[config.mk]
export PLATFORM = sky130hd
export DESIGN_NAME = srr_regs
export DESIGN_NICKNAME = d
export VERILOG_FILES = /design/src/hw/srr_pkg.sv /design/src/hw/srr_regs.sv /design/src/hw/srr_err_mem.sv
export SDC_FILE = /design/constraint.sdc
export NUM_CORES = 1
export LEC_CHECK = 0
export ABC_AREA = 0
export BUFFER_PORTS_ARGS = -buffer_cell sky130_fd_sc_hd__buf_2
export CAP_MARGIN = 5
export CELL_PAD_IN_SITES_DETAIL_PLACEMENT = 2
export CELL_PAD_IN_SITES_GLOBAL_PLACEMENT = 2
export CORE_UTILIZATION = 40
export DETAILED_ROUTE_END_ITERATION = 10
export GPL_TIMING_DRIVEN = 0
export HOLD_SLACK_MARGIN = 0.03
export PLACE_DENSITY = 0.74
export SLEW_MARGIN = 40
export SYNTH_ARGS = -nofsm -noshare
export SYNTH_HDL_FRONTEND = slang
export SYNTH_HIERARCHICAL = 1
export SYNTH_SLANG_ARGS = --single-unit
[constraint.sdc]
create_clock -name i_clk -period 3.3 [get_ports i_clk]
set_input_delay 0.66 -clock i_clk [delete_from_list [all_inputs] [get_ports i_clk]]
set_output_delay 0.66 -clock i_clk [all_outputs]
set_load 0.03 [all_outputs]
[src/hw/srr_pkg.sv]
// constants, commands and states for the status reporting registers
package srr_pkg;
  localparam int SRR_QW = 16;
  localparam int SRR_SW = 8;
  localparam int SRR_ERR_W = 16;
  localparam int SRR_ERR_DEPTH = 16;
  // bit positions that carry meaning in each register
  localparam logic [15:0] SRR_QUES_USED = 16'h3a03;
  localparam logic [7:0] SRR_STD_USED = 8'hbd;
  localparam logic [7:0] SRR_SB_USED = 8'h38;
  // field positions
  localparam int SRR_OPC_BIT = 0;
  localparam int SRR_STB_ERR = 2;
  localparam int SRR_STB_QUES = 3;
  localparam int SRR_STB_MAV = 4;
  localparam int SRR_STB_ESB = 5;
  localparam int SRR_STB_MSS = 6;
  // fixed reply values and reset values
  localparam logic [15:0] SRR_OPC_REPLY = 16'h0001;
  localparam logic [15:0] SRR_ZERO16 = 16'h0000;
  localparam logic [7:0] SRR_ZERO8 = 8'h00;
  localparam logic SRR_PSC_RESET = 1'b0;
  // command codes on the command port
  typedef enum logic [3:0] {
    SRR_CMD_QUES_EVENT_Q,
    SRR_CMD_QUES_MASK_W,
    SRR_CMD_QUES_MASK_Q,
    SRR_CMD_PRESET,
    SRR_CMD_CLEAR,
    SRR_CMD_STD_MASK_W,
    SRR_CMD_STD_MASK_Q,
    SRR_CMD_STD_FLAGS_Q,
    SRR_CMD_OPC,
    SRR_CMD_OPC_Q,
    SRR_CMD_PSC_W,
    SRR_CMD_PSC_Q,
    SRR_CMD_SB_MASK_W,
    SRR_CMD_SB_MASK_Q,
    SRR_CMD_STB_Q,
    SRR_CMD_ERR_Q
  } srr_cmd_t;
  typedef enum logic {
    SRR_ST_INIT,
    SRR_ST_RUN
  } srr_state_t;
endpackage

[src/hw/srr_regs.sv]
// status reporting register set driven by decoded instrument commands
// commands are taken on a rising edge with valid and ready both high;
// a query answer stands two edges later for one cycle; the answer data
// are reloaded every cycle and only mean something while valid is high
// the status byte is registered, so it lags its sources by one edge;
// that costs a cycle but a poll never sees a byte caught mid-update
// the event registers are cleared by their own query, and a new event
// in that same cycle survives, so no event is ever lost to a read
`timescale 1ns/1ns
module srr_regs
  import srr_pkg::*;
#(
  parameter int ERR_W = SRR_ERR_W,
  parameter int ERR_DEPTH = SRR_ERR_DEPTH
) (
  input wire logic i_clk,
  input wire logic i_resetn,
  input wire logic i_cmd_valid,
  input wire srr_cmd_t i_cmd_op,
  input wire logic [15:0] i_cmd_data,
  input wire logic [15:0] i_ques_set,
  input wire logic [7:0] i_std_set,
  input wire logic i_err_valid,
  input wire logic [ERR_W-1:0] i_err_code,
  input wire logic i_msg_avail,
  input wire logic i_nv_psc,
  input wire logic [7:0] i_nv_sb_mask,
  input wire logic [7:0] i_nv_std_mask,
  output logic o_cmd_ready,
  output logic o_rsp_valid,
  output logic [15:0] o_rsp_data,
  output logic [7:0] o_status_byte,
  output logic o_err_full,
  output logic o_psc,
  output logic [7:0] o_sb_mask,
  output logic [7:0] o_std_mask
);
  localparam int AW = $clog2(ERR_DEPTH);
  localparam logic [AW:0] CNT_FULL = (AW+1)'(ERR_DEPTH);
  localparam logic [AW:0] CNT_ZERO = '0;
  localparam logic [AW:0] CNT_ONE = (AW+1)'(1);
  localparam logic [AW-1:0] PTR_ZERO = '0;
  localparam logic [AW-1:0] PTR_ONE = AW'(1);

  srr_state_t state_q;
  logic [15:0] ques_q;
  logic [15:0] ques_mask_q;
  logic [7:0] std_flags_q;
  logic [7:0] std_mask_q;
  logic [7:0] sb_mask_q;
  logic psc_q;
  logic [7:0] stb_q;
  logic [AW-1:0] wr_ptr_q;
  logic [AW-1:0] rd_ptr_q;
  logic [AW:0] cnt_q;
  logic p1_valid_q;
  logic p1_err_q;
  logic p1_err_hit_q;
  logic [15:0] p1_data_q;
  logic rsp_valid_q;
  logic [15:0] rsp_data_q;
  logic [ERR_W-1:0] mem_rd_data;

  // command code match, shared by all the take strobes
  function automatic logic op_is(input srr_cmd_t op, input srr_cmd_t code);
    return op == code;
  endfunction

  // command decode, taken only once the power-up load is done
  wire run = (state_q == SRR_ST_RUN);
  wire go = i_cmd_valid & run;
  wire rd_ques = go & op_is(i_cmd_op, SRR_CMD_QUES_EVENT_Q);
  wire wr_ques_mask = go & op_is(i_cmd_op, SRR_CMD_QUES_MASK_W);
  wire do_preset = go & op_is(i_cmd_op, SRR_CMD_PRESET);
  wire do_clear = go & op_is(i_cmd_op, SRR_CMD_CLEAR);
  wire wr_std_mask = go & op_is(i_cmd_op, SRR_CMD_STD_MASK_W);
  wire rd_std = go & op_is(i_cmd_op, SRR_CMD_STD_FLAGS_Q);
  wire do_opc = go & op_is(i_cmd_op, SRR_CMD_OPC);
  wire wr_psc = go & op_is(i_cmd_op, SRR_CMD_PSC_W);
  wire wr_sb_mask = go & op_is(i_cmd_op, SRR_CMD_SB_MASK_W);
  wire rd_err = go & op_is(i_cmd_op, SRR_CMD_ERR_Q);
  wire is_query = go & (
    rd_ques | rd_std | rd_err |
    op_is(i_cmd_op, SRR_CMD_QUES_MASK_Q) |
    op_is(i_cmd_op, SRR_CMD_STD_MASK_Q) |
    op_is(i_cmd_op, SRR_CMD_OPC_Q) |
    op_is(i_cmd_op, SRR_CMD_PSC_Q) |
    op_is(i_cmd_op, SRR_CMD_SB_MASK_Q) |
    op_is(i_cmd_op, SRR_CMD_STB_Q));

  // event registers: a new event in a clearing cycle still lands
  wire [15:0] ques_base = (do_clear | rd_ques) ? SRR_ZERO16 : ques_q;
  wire [15:0] ques_d = ques_base | (i_ques_set & SRR_QUES_USED);
  wire [7:0] opc_hit = do_opc ? 8'(1 << SRR_OPC_BIT) : SRR_ZERO8;
  wire [7:0] std_base = (do_clear | rd_std) ? SRR_ZERO8 : std_flags_q;
  wire [7:0] std_d = std_base | ((i_std_set | opc_hit) & SRR_STD_USED);

  // written values lose their unused positions before they are stored
  wire [15:0] ques_mask_wr = i_cmd_data & SRR_QUES_USED;
  wire [7:0] std_mask_wr = i_cmd_data[7:0] & SRR_STD_USED;
  wire [7:0] sb_mask_wr = i_cmd_data[7:0] & SRR_SB_USED;

  // mask next values; the power-up load comes from the stored settings
  wire [15:0] ques_mask_d = do_preset ? SRR_ZERO16 :
    wr_ques_mask ? ques_mask_wr : ques_mask_q;
  wire [7:0] nv_std = i_nv_psc ? SRR_ZERO8 : (i_nv_std_mask & SRR_STD_USED);
  wire [7:0] nv_sb = i_nv_psc ? SRR_ZERO8 : (i_nv_sb_mask & SRR_SB_USED);
  wire [7:0] std_mask_d = !run ? nv_std :
    wr_std_mask ? std_mask_wr : std_mask_q;
  wire [7:0] sb_mask_d = !run ? nv_sb :
    wr_sb_mask ? sb_mask_wr : sb_mask_q;
  wire psc_d = !run ? i_nv_psc : wr_psc ? i_cmd_data[0] : psc_q;

  // error queue bookkeeping; a clear frees room for a same-cycle push
  wire err_full = (cnt_q == CNT_FULL);
  wire err_empty = (cnt_q == CNT_ZERO);
  wire push = i_err_valid & (do_clear | ~err_full);
  wire pop = rd_err & ~err_empty;
  wire [AW-1:0] wr_addr = do_clear ? PTR_ZERO : wr_ptr_q;
  wire [AW-1:0] wr_ptr_d = push ? wr_addr + PTR_ONE : wr_addr;
  wire [AW-1:0] rd_ptr_d = do_clear ? PTR_ZERO :
    pop ? rd_ptr_q + PTR_ONE : rd_ptr_q;
  wire [AW:0] cnt_d = do_clear ? (push ? CNT_ONE : CNT_ZERO) :
    cnt_q + (push ? CNT_ONE : CNT_ZERO) - (pop ? CNT_ONE : CNT_ZERO);

  // status byte summary bits from current events and masks
  wire [7:0] stb_low;
  assign stb_low[1:0] = 2'h0;
  assign stb_low[SRR_STB_ERR] = ~err_empty;
  assign stb_low[SRR_STB_QUES] = |(ques_q & ques_mask_q);
  assign stb_low[SRR_STB_MAV] = i_msg_avail;
  assign stb_low[SRR_STB_ESB] = |(std_flags_q & std_mask_q);
  assign stb_low[7:6] = 2'h0;
  wire mss = |(stb_low & sb_mask_q);
  wire [7:0] stb_d = stb_low | (8'(mss) << SRR_STB_MSS);

  // reply value for everything but the error queue, binary weights
  wire [15:0] reply =
    (i_cmd_op == SRR_CMD_QUES_EVENT_Q) ? ques_q :
    (i_cmd_op == SRR_CMD_QUES_MASK_Q) ? ques_mask_q :
    (i_cmd_op == SRR_CMD_STD_MASK_Q) ? {8'h00, std_mask_q} :
    (i_cmd_op == SRR_CMD_STD_FLAGS_Q) ? {8'h00, std_flags_q} :
    (i_cmd_op == SRR_CMD_OPC_Q) ? SRR_OPC_REPLY :
    (i_cmd_op == SRR_CMD_PSC_Q) ? {15'h0000, psc_q} :
    (i_cmd_op == SRR_CMD_SB_MASK_Q) ? {8'h00, sb_mask_q} :
    (i_cmd_op == SRR_CMD_STB_Q) ? {8'h00, stb_q} :
    SRR_ZERO16;
  // empty queue answers zero rather than stale memory
  wire [15:0] final_data = !p1_err_q ? p1_data_q :
    p1_err_hit_q ? 16'(mem_rd_data) : SRR_ZERO16;

  srr_err_mem #(
    .W(ERR_W),
    .DEPTH(ERR_DEPTH),
    .AW(AW)
  ) u_err_mem (
    .i_clk(i_clk),
    .i_resetn(i_resetn),
    .i_wr_en(push),
    .i_wr_addr(wr_addr),
    .i_wr_data(i_err_code),
    .i_rd_addr(rd_ptr_q),
    .o_rd_data(mem_rd_data)
  );

  // one cycle of power-up load, then commands are taken
  always_ff @(posedge i_clk or negedge i_resetn)
  begin
    if (!i_resetn)
    begin
      state_q <= SRR_ST_INIT;
    end
    else
    begin
      case (state_q)
        SRR_ST_INIT: state_q <= SRR_ST_RUN;
        SRR_ST_RUN: state_q <= SRR_ST_RUN;
        default: state_q <= SRR_ST_INIT;
      endcase
    end
  end

  // event registers and the registered status byte
  always_ff @(posedge i_clk or negedge i_resetn)
  begin
    if (!i_resetn)
    begin
      ques_q <= SRR_ZERO16;
      std_flags_q <= SRR_ZERO8;
      stb_q <= SRR_ZERO8;
    end
    else
    begin
      ques_q <= ques_d;
      std_flags_q <= std_d;
      stb_q <= stb_d;
    end
  end

  // masks and the power-on clear setting
  always_ff @(posedge i_clk or negedge i_resetn)
  begin
    if (!i_resetn)
    begin
      ques_mask_q <= SRR_ZERO16;
      std_mask_q <= SRR_ZERO8;
      sb_mask_q <= SRR_ZERO8;
      psc_q <= SRR_PSC_RESET;
    end
    else
    begin
      ques_mask_q <= ques_mask_d;
      std_mask_q <= std_mask_d;
      sb_mask_q <= sb_mask_d;
      psc_q <= psc_d;
    end
  end

  // queue write pointer
  always_ff @(posedge i_clk or negedge i_resetn)
  begin
    if (!i_resetn)
    begin
      wr_ptr_q <= PTR_ZERO;
    end
    else
    begin
      wr_ptr_q <= wr_ptr_d;
    end
  end

  // read pointer and fill count; a pop moves both, a push moves only the count
  always_ff @(posedge i_clk or negedge i_resetn)
  begin
    if (!i_resetn)
    begin
      rd_ptr_q <= PTR_ZERO;
      cnt_q <= CNT_ZERO;
    end
    else
    begin
      rd_ptr_q <= rd_ptr_d;
      cnt_q <= cnt_d;
    end
  end

  // first reply stage, so queue reads share the memory's register delay
  always_ff @(posedge i_clk or negedge i_resetn)
  begin
    if (!i_resetn)
    begin
      p1_valid_q <= 1'b0;
      p1_err_q <= 1'b0;
      p1_err_hit_q <= 1'b0;
      p1_data_q <= SRR_ZERO16;
    end
    else
    begin
      p1_valid_q <= is_query;
      p1_err_q <= rd_err;
      p1_err_hit_q <= pop;
      p1_data_q <= reply;
    end
  end

  // second stage drives the reply ports straight from flip-flops
  always_ff @(posedge i_clk or negedge i_resetn)
  begin
    if (!i_resetn)
    begin
      rsp_valid_q <= 1'b0;
      rsp_data_q <= SRR_ZERO16;
    end
    else
    begin
      rsp_valid_q <= p1_valid_q;
      rsp_data_q <= final_data;
    end
  end

  assign o_cmd_ready = run;
  assign o_rsp_valid = rsp_valid_q;
  assign o_rsp_data = rsp_data_q;
  assign o_status_byte = stb_q;
  assign o_err_full = err_full;
  assign o_psc = psc_q;
  assign o_sb_mask = sb_mask_q;
  assign o_std_mask = std_mask_q;
endmodule

[src/hw/srr_err_mem.sv]
// storage for the pending error queue, registered read port
`timescale 1ns/1ns
module srr_err_mem #(
  parameter int W = 16,
  parameter int DEPTH = 16,
  parameter int AW = $clog2(DEPTH)
) (
  input wire logic i_clk,
  input wire logic i_resetn,
  input wire logic i_wr_en,
  input wire logic [AW-1:0] i_wr_addr,
  input wire logic [W-1:0] i_wr_data,
  input wire logic [AW-1:0] i_rd_addr,
  output logic [W-1:0] o_rd_data
);
  logic [W-1:0] mem_q [DEPTH];

  // array itself has no reset; contents are only read behind the count
  always_ff @(posedge i_clk)
  begin
    if (i_wr_en)
    begin
      mem_q[i_wr_addr] <= i_wr_data;
    end
  end

  // read data always from a register
  always_ff @(posedge i_clk or negedge i_resetn)
  begin
    if (!i_resetn)
    begin
      o_rd_data <= '0;
    end
    else
    begin
      o_rd_data <= mem_q[i_rd_addr];
    end
  end
endmodule

==> impl_metrics.py <==
metrics = {
    "status": {
        "status": "finished, final reports clean",
    },
    "synth": {
        "synth_top_area_share": 0.562,
        "synthFlopType": "edfxtp_1",
        "synthArstFlopShare": 0.271,
        "netlist-cell-type-count": 47,
        "synth_area_per_cell_sq_um": 17.6,
        "synth.largest_area_cell": "edfxtp_1",
        "synthCells": 776,
        "netlist_area_sq_um": 13700,
        "yosys_warnings": 6,
        "synth_area_leaders": "edfxtp_1 (56%), dfrtp_1 (17%), mux4_2 (8.9%), a22oi_1 (2.8%), mux4_1 (1.9%)",
        "synth_edf_count": 256,
        "yosysSeqAreaShare": 0.736,
        "ys_ff_latch": 351,
    },
    "placement": {
        "dpl.hpwl_mm": 25.6,
        "preCtsSetupSlack_ns": -0.413,
        "gp_congestion": 0.767,
        "placed_area_sq_um": 15100,
        "io_buffers": 91,
        "place_inst": 1343,
    },
    "sta": {
        "period_share": 0.944,
        "max_freq_ghz": 0.321,
        "fin_ws_ns": 0.186,
        "timing.final.hold_violations": 0,
        "setup_violations": 0,
        "worst_slew_pin_slew_ns": 0.806,
        "drv_slew": 0,
        "relSlewSlack": 0.462,
        "finalSetupTns_ns": 0,
        "grt_setup_unrepaired": "false",
        "fin_skew_ns": 0.0251,
        "fin_crit_ns": 3.11,
    },
    "power_and_ir_drop": {
        "clkPwrFrac": 0.319,
        "power_frac_seq": 0.458,
        "switching_share": 0.286,
        "vdd_drop_max_v": 0.000497,
        "powerDensity_nw_per_um2": 740,
        "p_leak_uw": 0.00589,
        "internal-power_uw": 8600,
        "power.switching_uw": 3450,
        "pwr-share-comb": 0.223,
    },
    "clock_tree": {
        "clkTransAtPathRegs_ns": 0.06,
        "clock_latency_ns": 0.53,
        "cts_buffers": 38,
        "htreeDepth": 2,
        "cts.sinks": 351,
        "cts_buffer_depth": 3,
        "cts_tree": "built",
        "cts_root_buffer": "clkbuf_16",
    },
    "route": {
        "wl_per_cell_um": 26.0,
        "detailedRoute.firstIterationViolations": 442,
        "routed_wl_mm": 36.8,
        "post_drt_via_cell_ratio": 5.44,
        "drtPass1Iterations": 5,
        "ant_nets": 0,
        "vias": 7690,
        "remaining_drc_errors": 0,
    },
    "layout": {
        "stdcell_area_sq_um": 16300,
        "area_delta_synth_final_pct": 19.0,
        "layout-drive-gt1-share": 0.275,
        "nNetsFinal": 1029,
        "final_cells": 1414,
    },
    "global_routing": {
        "grt_pass1_wl_mm": 55.5,
        "grt_max_degree": 66,
        "grt_util_all_layers": 0.216,
        "grt_remaining_overflow": 0,
        "antenna_found_initial": 1,
        "grt_pass1_vias": 8469,
    },
    "critical_path": {
        "cp-start-kind": "register",
        "slowest_delay_ns": 0.60,
        "cp_max_fo": 10,
        "path_class": "reg2reg",
        "cp_cell_sequence": "and4bb_2 > and2_1 > buf_2 > o21ai_4 > inv_1 > or3b_2 > nor3_4 > buf_6",
        "arrival_ns": 3.35,
        "worst_path_max_delay_cell": "or3b_2",
        "critical_path_required_ns": 3.54,
        "cp-end-kind": "register",
    },
    "die": {
        "fp.dieH_um": 187,
        "start_util": 0.407,
        "io_pins": 126,
        "core_sq_um": 33600,
        "die_w_um": 187,
        "rows": 67,
        "die-area_sq_um": 34900,
    },
    "min_path": {
        "hp-class": "in2reg",
    },
    "job": {
        "drv_cap": 0,
    },
}
state kept, by name, summed over array words and instances (netlist names), 3 cells and up:
| signal | flops |
|---|---|
| o_sb_mask | 3 |
| ques_mask_q | 6 |
| rd_ptr_q | 4 |
| std_flags_q | 6 |
| ques_q | 6 |
| o_std_mask | 6 |
| u_err_mem/o_rd_data | 16 |
| u_err_mem/mem_q | 256 |
| o_status_byte | 5 |
| o_rsp_data | 16 |
| cnt_q | 5 |
| wr_ptr_q | 4 |
| p1_data_q | 12 |
kinds of logic (layout without fill, tap and decap cells):
| logic type | after synthesis | after routing | share of synthesized area |
|---|---|---|---|
| buf+inv | 68 | 248 | 0.0250 |
| flops | 351 | 351 | 0.736 |
| simple gates | 151 | 151 | 0.0523 |
| xor+xnor | 8 | 8 | 0.00512 |
| compound gates | 110 | 110 | 0.0544 |
| mux | 77 | 77 | 0.118 |
| other cells | 2 | 12 | 0.000549 |
| fa+ha+maj | 9 | 9 | 0.00878 |
area by class of cell:
cell class	count	area, sq um
diodes	1	2.50
plain buffers	43	248
clock buffers	51	1020
clock inverters	16	90.1
fillers	3072	17300
inverters	25	93.8
multi-input cells	366	3440
flip-flops and latches	351	10100
well taps	448	561
repair buffers	113	754
cells in the final DEF, fill, tap and decap left out, types with 12 or more instances in the layout:
cell,count
clkbuf_16,38
edfxtp_1,256
buf_4,20
a21o_1,12
buf_2,99
nor2_1,19
inv_1,25
nor2_4,12
nand2_1,63
o21ai_0,31
mux4_2,54
clkbuf_1,26
dfrtp_1,95
a22oi_1,51
synthesized netlist by cell type, drive strengths merged (3+ instances only):
cell type  count
and3           5
a21o          12
nand2b         3
ha             8
nor3           8
a22oi         51
mux4          64
nor2b          9
clkbuf        15
o21ai         32
inv           25
mux2i          9
mux2           4
nor2          31
edfxtp       256
nand3          9
nand3b         3
dfrtp         95
a21oi          9
buf           28
and2          10
nand2         63
xnor2          6
timing repair:
item	CTS	global route
resized for setup	1	2
hold buffers	1	0
setup buffers	0	2
pin swaps	0	1
endpoints found under the setup margin	5	6
endpoints found under the hold margin	30	0
critical path, delay by kind of cell (launching register included):
kind / cells / cell delay (ns)
AO/OA/AOI/OAI: 1 / 0.13
buffers and inverters: 3 / 0.65
flip-flops: 1 / 0.46
AND/OR/NAND/NOR: 4 / 1.59
path summary, 6_finish.rpt:
check | slack [ns] | startpoint | cells past startpoint | end
max | 0.19 | o_cmd_ready | 8 | u_err_mem/mem_q[0][7]
min | 0.27 | i_msg_avail | 1 | o_status_byte[4]
max reg2reg | 0.19 | o_cmd_ready | 8 | u_err_mem/mem_q[0][7]
min reg2reg | 0.37 | p1_valid_q | 0 | o_rsp_valid
max in group asynchronous | 2.10 | i_resetn | 3 | o_status_byte[4]
min in group asynchronous | 0.59 | i_resetn | 2 | ques_q[9]
metrics by stage:
step                      power, uW  hold slack, ns   util
after global placement         7960           0.336  0.438
after detailed placement       8290           0.350  0.450
after CTS                     12200           0.252  0.483
after floorplan                7230           0.331      -
final                         12100           0.271  0.484
after global routing          12500           0.264  0.484
layer usage:
metal,vias up,part of all wire,global-route usage
met2,224,0.52,0.374
met3,52,0.048,0.0362
met4,0,0.023,0.0627
met5,-,0,0
li1,3328,-,-
met1,4086,0.41,0.280
power by group through the flow:
stage / Sequential [uW] / Combinational [uW] / Clock, uW
4_1_cts: 5520 / 2720 / 3950
5_1_grt: 5560 / 2890 / 4080
2_1_floorplan: 5570 / 1660 / 0
3_5_place_dp: 5600 / 2690 / 0
3_3_place_gp: 5560 / 2400 / 0
6_report: 5520 / 2680 / 3850
No activity file was read; power rests on OpenSTA's default activity.
